`src/rtl/runt_trig_pkg.sv`:
```
// package: register map, field codes and carrier types of the runt trigger detector
package runt_trig_pkg;

  localparam int          SAMPLE_WIDTH   = 16;
  localparam int          COUNT_WIDTH    = 32;
  localparam int          TDC_WIDTH      = 8;
  localparam int          NUM_DETECTORS  = 2;

  // register byte offsets
  localparam logic [7:0]  CTRL_OFFSET     = 8'h00;
  localparam logic [7:0]  HIGH_TH_OFFSET  = 8'h04;
  localparam logic [7:0]  LOW_TH_OFFSET   = 8'h08;
  localparam logic [7:0]  QUIET_OFFSET    = 8'h0c;
  localparam logic [7:0]  TLOW_OFFSET     = 8'h10;
  localparam logic [7:0]  THIGH_OFFSET    = 8'h14;
  localparam logic [7:0]  STATUS_OFFSET   = 8'h18;
  localparam logic [7:0]  POS_OFFSET      = 8'h1c;

  // control field positions
  localparam int          CTRL_POL_LSB    = 0;
  localparam int          CTRL_TCOND_LSB  = 2;
  localparam int          CTRL_TDC_BIT    = 4;
  localparam int          CTRL_LOC_BIT    = 5;
  localparam int          CTRL_ENABLE_BIT = 6;

  localparam logic [31:0] CTRL_RESET      = 32'h0000_0000;
  localparam logic [31:0] QUIET_RESET     = 32'h0000_0000;
  localparam logic [1:0]  RESP_OKAY       = 2'b00;
  localparam logic [1:0]  RESP_DECERR     = 2'b11;

  typedef enum logic [1:0] {
    POL_POSITIVE = 2'h0,
    POL_NEGATIVE = 2'h1,
    POL_EITHER   = 2'h2
  } polarity_type;

  typedef enum logic [1:0] {
    TCOND_NONE    = 2'h0,
    TCOND_INSIDE  = 2'h1,
    TCOND_OUTSIDE = 2'h2
  } time_cond_type;

  // configuration carried from register file to detector
  typedef struct packed {
    logic                            enable;
    logic                            detectorSel;
    logic                            tdcEnable;
    time_cond_type                   timeCond;
    polarity_type                    polarity;
    logic signed [SAMPLE_WIDTH-1:0]  highThreshold;
    logic signed [SAMPLE_WIDTH-1:0]  lowThreshold;
    logic [COUNT_WIDTH-1:0]          quietCycles;
    logic [COUNT_WIDTH-1:0]          timeLow;
    logic [COUNT_WIDTH-1:0]          timeHigh;
  } runt_cfg_type;

  // comparator outputs of one analog compare circuit
  typedef struct packed {
    logic                  aboveHigh;
    logic                  aboveLow;
    logic [TDC_WIDTH-1:0]  tdcFraction;
  } compare_type;

endpackage

```
`src/rtl/runt_reference_trigger_detector.sv`:
```
// module: runt reference trigger detector with an AXI4-Lite register file
`timescale 1ns/1ps
module runt_reference_trigger_detector
  import runt_trig_pkg::*;
(
  input  wire logic                    mclk,
  input  wire logic                    rst_n,
  input  wire compare_type             compareIn [NUM_DETECTORS],
  output logic                         refTrigger,
  output logic                         triggerArmed,
  input  wire logic [7:0]              s_axi_awaddr,
  input  wire logic                    s_axi_awvalid,
  output logic                         s_axi_awready,
  input  wire logic [31:0]             s_axi_wdata,
  input  wire logic [3:0]              s_axi_wstrb,
  input  wire logic                    s_axi_wvalid,
  output logic                         s_axi_wready,
  output logic [1:0]                   s_axi_bresp,
  output logic                         s_axi_bvalid,
  input  wire logic                    s_axi_bready,
  input  wire logic [7:0]              s_axi_araddr,
  input  wire logic                    s_axi_arvalid,
  output logic                         s_axi_arready,
  output logic [31:0]                  s_axi_rdata,
  output logic [1:0]                   s_axi_rresp,
  output logic                         s_axi_rvalid,
  input  wire logic                    s_axi_rready
);

  logic [31:0]            ctrl_reg,   ctrl_next;
  logic [31:0]            hiTh_reg,   hiTh_next;
  logic [31:0]            loTh_reg,   loTh_next;
  logic [31:0]            quiet_reg,  quiet_next;
  logic [31:0]            tLow_reg,   tLow_next;
  logic [31:0]            tHigh_reg,  tHigh_next;
  logic [31:0]            pos_reg,    pos_next;
  logic [31:0]            count_reg,  count_next;
  logic [31:0]            trigCnt_reg, trigCnt_next;
  logic                   trig_reg,   trig_next;
  logic                   awHeld_reg, awHeld_next;
  logic                   wHeld_reg,  wHeld_next;
  logic [7:0]             awAddr_reg, awAddr_next;
  logic [31:0]            wData_reg,  wData_next;
  logic [3:0]             wStrb_reg,  wStrb_next;
  logic                   bValid_reg, bValid_next;
  logic [1:0]             bResp_reg,  bResp_next;
  logic                   rValid_reg, rValid_next;
  logic [1:0]             rResp_reg,  rResp_next;
  logic [31:0]            rData_reg,  rData_next;
  logic                   hiS1_reg [NUM_DETECTORS];
  logic                   hiS2_reg [NUM_DETECTORS];
  logic                   loS1_reg [NUM_DETECTORS];
  logic                   loS2_reg [NUM_DETECTORS];
  logic [TDC_WIDTH-1:0]   tdcS1_reg [NUM_DETECTORS];
  logic [TDC_WIDTH-1:0]   tdcS2_reg [NUM_DETECTORS];
  runt_cfg_type           cfg;
  logic                   armed;
  logic                   runtHit;
  logic                   doWrite;
  logic                   selIdx;

  // merge a word under byte strobes
  function automatic logic [31:0] merge(input logic [31:0] old, input logic [31:0] nw,
                                        input logic [3:0] strb);
    logic [31:0] res;
    res = old;
    for (int b = 0; b < 4; b++)
      if (strb[b])
        res[b*8 +: 8] = nw[b*8 +: 8];
    return res;
  endfunction

  // offset decode shared by read and write paths
  function automatic logic mapped(input logic [7:0] a);
    return (a == CTRL_OFFSET) || (a == HIGH_TH_OFFSET) || (a == LOW_TH_OFFSET)
        || (a == QUIET_OFFSET) || (a == TLOW_OFFSET) || (a == THIGH_OFFSET)
        || (a == STATUS_OFFSET) || (a == POS_OFFSET);
  endfunction

  // comparator pins come from the analog domain: two flip-flops each
  genvar g;
  generate
    for (g = 0; g < NUM_DETECTORS; g++)
    begin : syncGen
      always_ff @(posedge mclk or negedge rst_n)
      begin
        if (!rst_n)
        begin
          hiS1_reg[g]  <= 1'b0;
          hiS2_reg[g]  <= 1'b0;
          loS1_reg[g]  <= 1'b0;
          loS2_reg[g]  <= 1'b0;
          tdcS1_reg[g] <= '0;
          tdcS2_reg[g] <= '0;
        end
        else
        begin
          hiS1_reg[g]  <= compareIn[g].aboveHigh;
          hiS2_reg[g]  <= hiS1_reg[g];
          loS1_reg[g]  <= compareIn[g].aboveLow;
          loS2_reg[g]  <= loS1_reg[g];
          tdcS1_reg[g] <= compareIn[g].tdcFraction;
          tdcS2_reg[g] <= tdcS1_reg[g];
        end
      end
    end
  endgenerate

  // configuration view of the registers
  always_comb
  begin
    cfg.enable        = ctrl_reg[CTRL_ENABLE_BIT];
    cfg.detectorSel   = ctrl_reg[CTRL_LOC_BIT];
    cfg.tdcEnable     = ctrl_reg[CTRL_TDC_BIT];
    cfg.timeCond      = time_cond_type'(ctrl_reg[CTRL_TCOND_LSB +: 2]);
    cfg.polarity      = polarity_type'(ctrl_reg[CTRL_POL_LSB +: 2]);
    cfg.highThreshold = hiTh_reg[SAMPLE_WIDTH-1:0];
    cfg.lowThreshold  = loTh_reg[SAMPLE_WIDTH-1:0];
    cfg.quietCycles   = quiet_reg;
    cfg.timeLow       = tLow_reg;
    cfg.timeHigh      = tHigh_reg;
  end

  assign selIdx = cfg.detectorSel;

  runt_pulse_classifier classifier (
    .mclk      (mclk),
    .rst_n     (rst_n),
    .cfg       (cfg),
    .aboveHigh (hiS2_reg[selIdx]),
    .aboveLow  (loS2_reg[selIdx]),
    .armed     (armed),
    .runtHit   (runtHit)
  );

  assign refTrigger    = trig_reg;
  assign triggerArmed  = armed;
  assign doWrite       = awHeld_reg && wHeld_reg && !bValid_reg;
  assign s_axi_awready = !awHeld_reg && !bValid_reg;
  assign s_axi_wready  = !wHeld_reg && !bValid_reg;
  assign s_axi_arready = !rValid_reg;
  assign s_axi_bvalid  = bValid_reg;
  assign s_axi_bresp   = bResp_reg;
  assign s_axi_rvalid  = rValid_reg;
  assign s_axi_rresp   = rResp_reg;
  assign s_axi_rdata   = rData_reg;

  // next values: bus slave, registers, trigger position
  always_comb
  begin
    ctrl_next    = ctrl_reg;
    hiTh_next    = hiTh_reg;
    loTh_next    = loTh_reg;
    quiet_next   = quiet_reg;
    tLow_next    = tLow_reg;
    tHigh_next   = tHigh_reg;
    awHeld_next  = awHeld_reg;
    wHeld_next   = wHeld_reg;
    awAddr_next  = awAddr_reg;
    wData_next   = wData_reg;
    wStrb_next   = wStrb_reg;
    bValid_next  = bValid_reg && !s_axi_bready;
    bResp_next   = bResp_reg;
    rValid_next  = rValid_reg && !s_axi_rready;
    rResp_next   = rResp_reg;
    rData_next   = rData_reg;
    count_next   = count_reg + 1'b1;
    trig_next    = runtHit;
    pos_next     = pos_reg;
    trigCnt_next = trigCnt_reg;
    if (runtHit)
    begin
      trigCnt_next = trigCnt_reg + 1'b1;
      if (cfg.tdcEnable)
        pos_next = {count_reg[31-TDC_WIDTH:0], tdcS2_reg[selIdx]};
      else
        pos_next = {count_reg[31-TDC_WIDTH:0], {TDC_WIDTH{1'b0}}};
    end
    if (s_axi_awvalid && s_axi_awready)
    begin
      awHeld_next = 1'b1;
      awAddr_next = s_axi_awaddr;
    end
    if (s_axi_wvalid && s_axi_wready)
    begin
      wHeld_next = 1'b1;
      wData_next = s_axi_wdata;
      wStrb_next = s_axi_wstrb;
    end
    if (doWrite)
    begin
      awHeld_next = 1'b0;
      wHeld_next  = 1'b0;
      bValid_next = 1'b1;
      bResp_next  = mapped(awAddr_reg) ? RESP_OKAY : RESP_DECERR;
      if (awAddr_reg == CTRL_OFFSET)
        ctrl_next = merge(ctrl_reg, wData_reg, wStrb_reg);
      else if (awAddr_reg == HIGH_TH_OFFSET)
        hiTh_next = merge(hiTh_reg, wData_reg, wStrb_reg);
      else if (awAddr_reg == LOW_TH_OFFSET)
        loTh_next = merge(loTh_reg, wData_reg, wStrb_reg);
      else if (awAddr_reg == QUIET_OFFSET)
        quiet_next = merge(quiet_reg, wData_reg, wStrb_reg);
      else if (awAddr_reg == TLOW_OFFSET)
        tLow_next = merge(tLow_reg, wData_reg, wStrb_reg);
      else if (awAddr_reg == THIGH_OFFSET)
        tHigh_next = merge(tHigh_reg, wData_reg, wStrb_reg);
    end
    if (s_axi_arvalid && s_axi_arready)
    begin
      rValid_next = 1'b1;
      rResp_next  = mapped(s_axi_araddr) ? RESP_OKAY : RESP_DECERR;
      if (s_axi_araddr == CTRL_OFFSET)
        rData_next = ctrl_reg;
      else if (s_axi_araddr == HIGH_TH_OFFSET)
        rData_next = hiTh_reg;
      else if (s_axi_araddr == LOW_TH_OFFSET)
        rData_next = loTh_reg;
      else if (s_axi_araddr == QUIET_OFFSET)
        rData_next = quiet_reg;
      else if (s_axi_araddr == TLOW_OFFSET)
        rData_next = tLow_reg;
      else if (s_axi_araddr == THIGH_OFFSET)
        rData_next = tHigh_reg;
      else if (s_axi_araddr == STATUS_OFFSET)
        rData_next = {trigCnt_reg[30:0], armed};
      else if (s_axi_araddr == POS_OFFSET)
        rData_next = pos_reg;
      else
        rData_next = '0;
    end
  end

  // registers of the bus slave and trigger outputs
  always_ff @(posedge mclk or negedge rst_n)
  begin
    if (!rst_n)
    begin
      ctrl_reg    <= CTRL_RESET;
      hiTh_reg    <= '0;
      loTh_reg    <= '0;
      quiet_reg   <= QUIET_RESET;
      tLow_reg    <= '0;
      tHigh_reg   <= '0;
      pos_reg     <= '0;
      count_reg   <= '0;
      trigCnt_reg <= '0;
      trig_reg    <= 1'b0;
      awHeld_reg  <= 1'b0;
      wHeld_reg   <= 1'b0;
      awAddr_reg  <= '0;
      wData_reg   <= '0;
      wStrb_reg   <= '0;
      bValid_reg  <= 1'b0;
      bResp_reg   <= RESP_OKAY;
      rValid_reg  <= 1'b0;
      rResp_reg   <= RESP_OKAY;
      rData_reg   <= '0;
    end
    else
    begin
      ctrl_reg    <= ctrl_next;
      hiTh_reg    <= hiTh_next;
      loTh_reg    <= loTh_next;
      quiet_reg   <= quiet_next;
      tLow_reg    <= tLow_next;
      tHigh_reg   <= tHigh_next;
      pos_reg     <= pos_next;
      count_reg   <= count_next;
      trigCnt_reg <= trigCnt_next;
      trig_reg    <= trig_next;
      awHeld_reg  <= awHeld_next;
      wHeld_reg   <= wHeld_next;
      awAddr_reg  <= awAddr_next;
      wData_reg   <= wData_next;
      wStrb_reg   <= wStrb_next;
      bValid_reg  <= bValid_next;
      bResp_reg   <= bResp_next;
      rValid_reg  <= rValid_next;
      rResp_reg   <= rResp_next;
      rData_reg   <= rData_next;
    end
  end

endmodule

```
`src/rtl/runt_pulse_classifier.sv`:
```
// module: runt pulse classifier with quiet-time arming and duration qualification
`timescale 1ns/1ps
module runt_pulse_classifier
  import runt_trig_pkg::*;
(
  input  wire logic         mclk,
  input  wire logic         rst_n,
  input  wire runt_cfg_type cfg,
  input  wire logic         aboveHigh,
  input  wire logic         aboveLow,
  output logic              armed,
  output logic              runtHit
);

  typedef enum logic [3:0] {
    ST_DISARMED = 4'b0001,
    ST_IDLE     = 4'b0010,
    ST_POS      = 4'b0100,
    ST_NEG      = 4'b1000
  } state_type;

  state_type              state_reg,  state_next;
  logic [COUNT_WIDTH-1:0] quiet_reg,  quiet_next;
  logic [COUNT_WIDTH-1:0] width_reg,  width_next;
  logic                   hit_reg,    hit_next;
  logic                   aboveLow_reg;
  logic                   aboveHigh_reg;
  logic                   widthOk;
  logic                   posOk;
  logic                   negOk;

  // duration check against the programmed limits
  always_comb
  begin
    case (cfg.timeCond)
      TCOND_INSIDE:  widthOk = (width_reg >= cfg.timeLow) && (width_reg <= cfg.timeHigh);
      TCOND_OUTSIDE: widthOk = (width_reg < cfg.timeLow) || (width_reg > cfg.timeHigh);
      default:       widthOk = 1'b1;
    endcase
  end

  assign posOk = (cfg.polarity == POL_POSITIVE) || (cfg.polarity == POL_EITHER);
  assign negOk = (cfg.polarity == POL_NEGATIVE) || (cfg.polarity == POL_EITHER);
  assign armed   = (state_reg != ST_DISARMED);
  assign runtHit = hit_reg;

  // next state of the pulse tracker
  always_comb
  begin
    state_next = state_reg;
    quiet_next = quiet_reg;
    width_next = width_reg + 1'b1;
    hit_next   = 1'b0;
    case (state_reg)
      ST_DISARMED:
      begin
        // stay quiet at or below trigger level for the full interval
        if (!cfg.enable || aboveLow || aboveHigh)
          quiet_next = '0;
        else if (quiet_reg >= cfg.quietCycles)
          state_next = ST_IDLE;
        else
          quiet_next = quiet_reg + 1'b1;
      end
      ST_IDLE:
      begin
        width_next = '0;
        if (!cfg.enable)
          state_next = ST_DISARMED;
        else if (aboveLow && !aboveLow_reg && !aboveHigh && posOk)
          state_next = ST_POS;
        else if (!aboveHigh && aboveHigh_reg && aboveLow && negOk)
          state_next = ST_NEG;
      end
      ST_POS:
      begin
        if (aboveHigh)
          state_next = ST_IDLE;
        else if (!aboveLow)
        begin
          hit_next   = widthOk;
          state_next = ST_DISARMED;
          quiet_next = '0;
        end
      end
      ST_NEG:
      begin
        if (!aboveLow)
          state_next = ST_IDLE;
        else if (aboveHigh)
        begin
          hit_next   = widthOk;
          state_next = ST_DISARMED;
          quiet_next = '0;
        end
      end
      default: state_next = ST_DISARMED;
    endcase
  end

  // state registers, sampled every clock
  always_ff @(posedge mclk or negedge rst_n)
  begin
    if (!rst_n)
    begin
      state_reg     <= ST_DISARMED;
      quiet_reg     <= '0;
      width_reg     <= '0;
      hit_reg       <= 1'b0;
      aboveLow_reg  <= 1'b0;
      aboveHigh_reg <= 1'b0;
    end
    else
    begin
      state_reg     <= state_next;
      quiet_reg     <= quiet_next;
      width_reg     <= width_next;
      hit_reg       <= hit_next;
      aboveLow_reg  <= aboveLow;
      aboveHigh_reg <= aboveHigh;
    end
  end

endmodule

```
`config.mk`:
```
export PLATFORM = sky130hd
export DESIGN_NAME = runt_reference_trigger_detector
export DESIGN_NICKNAME = d
export VERILOG_FILES = /design/src/rtl/runt_trig_pkg.sv /design/src/rtl/runt_reference_trigger_detector.sv /design/src/rtl/runt_pulse_classifier.sv
export SDC_FILE = /design/constraint.sdc
export NUM_CORES = 1
export LEC_CHECK = 0
export BUFFER_PORTS_ARGS = -buffer_cell sky130_fd_sc_hd__buf_2
export CAP_MARGIN = 5
export CORE_UTILIZATION = 25
export CTS_CLUSTER_SIZE = 40
export DETAILED_ROUTE_END_ITERATION = 10
export PLACE_DENSITY = 0.46
export SLEW_MARGIN = 20
export SYNTH_ARGS = -nofsm -noshare
export SYNTH_HDL_FRONTEND = slang
export SYNTH_SLANG_ARGS = --single-unit
```
`constraint.sdc`:
```
create_clock -name mclk -period 3.07 [get_ports mclk]
set_input_delay 0.4605 -clock mclk [delete_from_list [all_inputs] [get_ports mclk]]
set_output_delay 0.4605 -clock mclk [all_outputs]
set_load 0.005 [all_outputs]
```
==> results.md <==
* IO Count at roughly 120
* CTS tree: yes
* Nets at approximately 2400
* Largest area contributor in the netlist: dfrtp_1
* Drt via density at 4.85
* CTS root buffer: clkbuf_16
* EDFF count, synth at 0
* CP Cell Sequence: inv_1, ha_1, nand2b_1, a2111oi_0, nor4_1, o311ai_2, and3b_1, buf_12, a41oi_1, a31oi_1
* Clock power share at 0.343
* WL per Instance at 20.1 µm
* Count leader, synth: dfrtp_1
* Hold depth at 2
* R2r setup slk at 220 ps
* Family with the most delay on the worst path: compound AO/OA/AOI/OAI gates
* Hold Slack at ~81 ps
* Power density over the cells at 671 nW/µm²
* Final GP Congestion at between 0.8 and 0.9
* Hold Vio Cnt, Final at 0
* Fillers at a little over 9000
* Post-synth cell types at 66
* Asr flop ratio synth at 1.00
* Status: complete, no violations
* Layout area overhead at 19.2%
* Flops & latches, synth at about 470
* Top cells by count, synth: dfrtp_1 (472), mux2_2 (230), nand2_1 (165), nor2_1 (141), inv_1 (121)
* RR Endpoint: classifier.quiet_reg[30]
* Final Setup Violations at 0
* Relative slew slack at 0.481
* Residual DRC at 0
* Pint at about 12 mW
* Comb pwr share at 0.187
* Post-Syn Area at ~23000 µm²
* Pleak at between 10 and 15 nW
* Synthesized area per cell at 10.9 µm²
* Worst vdd ir at 0.485 mV
* H-tree lvl count at 2
* Worst path max stage delay at roughly 470 ps
* Initial Util at 0.253
* Final core utilization at 0.301
* Crit-path max FO at 30
* Tightest Pin Transition at 778 ps
* Hold/Removal Path Class: input pin to flip-flop
* Clock skew at 25.0 ps
* Tot GR Track Use at 0.152
* CTS sink count at between 400 and 500
* DP HPWL at about 53000 µm
* Setup tns final at 0 ps
* Min-delay src: s_axi_wdata[4]
* Number of port buffers at about 120
* Std cell rows at 110
* Detailed Routing Iterations Pass 1 at 5
* Vias in the first global route at about 17000
* Post-synthesis net count at 2264
* Synth area leaders: dfrtp_1 (52%), mux2_2 (11%), ha_1 (5.7%)
* Worst EP required at 3580 ps
* Final min period at between 2000 and 3000 ps
* Post-Syn Instances at around 2100
* Initial antenna violation count at 1
* Die ar. at a little over 90000 µm²
* Critical path class: flip-flop to flip-flop
* Reg2Reg Depth at 10
* Crit-path slowest cell: a2111oi_0
* Iteration-0 DRC Markers at 1280
* DR vias at 16848
* Core Area at between 90000 and 100000 µm²
* Latest clock arrival within the worst-skew pair at between 600 and 700 ps
* P_sw at between 5 and 6 mW
* Max Freq at 0.350 GHz
* Die width at between 300 and 400 µm
* Remaining Overflow, GRT at 0
* Clock tree buffer depth at 3
* Pins over their slew limit at 0
* Crit path DAT at around 3400 ps
* Ys Warns at 0
* Largest net degree at the start of global routing at between 90 and 100
* Startpoint types: flip-flop
* R2R Path Start: classifier.quiet_reg[0]
* Layout cells sized above 1 at 0.230
* Post-synthesis sequential area ratio at 0.521
* Hold Path End: wData_reg[4]
* First-pass GRT wire length at ~110000 µm
* CP endpoint kind: flip-flop
* # diodes at 0
* Max Cap Viol at 0
* Final WL at approximately 70000 µm
* Seq pwr share at 0.470
* Routed Antenna Nets at 0
* Post-synth top area share at 0.520
* Clock-pin slew on the worst setup and hold paths at 60 ps
* Die Ht at roughly 300 µm
* CP Buf/Inv Count at 2
* Main synth FF type: dfrtp_1
* Fin crit share at 0.930
* Sw Ratio at 0.319
* RSZ-0062 raised after global routing: false
* Cts bufs inserted at between 50 and 60
==> routing by layer <==
metal / GRT usage / part of all wire
met3: 0.0199 / 0.040
met2: 0.242 / 0.46
met1: 0.215 / 0.47
met4: 0.0455 / 0.027
met5: 0 / 0.00019
==> power groups by stage <==
stage | registers [mW] | clock network, mW | logic [mW]
3_5_place_dp | 8.65 | 0 | 3.36
6_report | 8.54 | 6.24 | 3.39
5_1_grt | 8.68 | 6.68 | 3.77
2_1_floorplan | 7.89 | 0 | 2.16
3_3_place_gp | 8.62 | 0 | 3.26
4_1_cts | 8.55 | 6.44 | 3.40
==> placed cells by master, fill, tap and decap left out, types with 11 or more instances in the layout <==
master,count
dfrtp_1,472
mux2_2,230
nand2_1,165
nor2_1,139
inv_1,121
buf_2,120
ha_1,104
a21oi_1,97
o21ai_0,78
nand3_1,70
a31oi_1,68
buf_4,58
clkbuf_16,52
o21ai_1,48
xnor2_1,45
and3_1,37
xor2_1,36
nand4_1,33
dlygate4sd3_1,23
a22oi_1,18
clkbuf_8,18
a222oi_1,17
nor3_1,16
and4_1,15
nand2b_1,14
and2_1,14
mux2i_1,13
a211oi_1,12
a21o_1,11
o22ai_1,11
buf_12,11
==> how the worst max path moves through the flow <==
stage | cells after the start | start | end
finish | 10 | classifier.quiet_reg[0] | classifier.quiet_reg[30]
global route | 10 | classifier.quiet_reg[0] | classifier.quiet_reg[22]
CTS | 10 | classifier.quiet_reg[0] | classifier.quiet_reg[30]
detailed placement | 10 | classifier.quiet_reg[0] | classifier.quiet_reg[30]
global placement | 7 | s_axi_araddr[0] | s_axi_rdata[7]
floorplan | 10 | classifier.quiet_reg[0] | classifier.quiet_reg[24]
==> through the flow <==
stage                     power, mW  setup WS, ps  instance area (µm²)  instances
after global placement         11.9           290                25200       3361
after detailed placement       12.0           189                25200       3361
after floorplan                10.1           491                22700       2081
after global routing           19.1          6.16                27100       3475
final                          18.2           215                27100       3475
after CTS                      18.4           116                27100       3475
==> worst reg2reg max path, cell delays in order (launching register included) <==
cell and delay [ps]:
dfrtp_1 410, inv_1 100, ha_1 280, nand2b_1 150, a2111oi_0 470, nor4_1 180
o311ai_2 390, and3b_1 260, buf_12 200, a41oi_1 150, a31oi_1 170
==> cell type report <==
cell class                 count  area (µm²)  share of cell area
clock buffer                  77        1580              0.0581
clock inverter                14         128             0.00471
inverter                     121         454              0.0168
multi-input combinational   1401       10100               0.374
sequential                   473       11800               0.437
tap                         1176        1470              0.0543
timing repair buffer         213        1500              0.0554
==> cell families after synthesis <==
kind of cell	after synthesis	synth area share
AO/OA/AOI/OAI	429	0.119
adder cells (fa/ha/maj)	104	0.0572
multiplexers	243	0.120
buffers and inverters	207	0.0356
AND/OR/NAND/NOR	544	0.116
flip-flops	473	0.521
XOR/XNOR	81	0.0312
==> timing repair <==
| action | in CTS | in global routing |
|---|---|---|
| hold buffers | 23 | 0 |
| endpoints found under the hold margin | 57 | 0 |
| setup endpoints to repair | 0 | 32 |
| gates resized for setup | 0 | 1 |
| buffers inserted | 0 | 0 |
(Power assumes the default switching activity.)
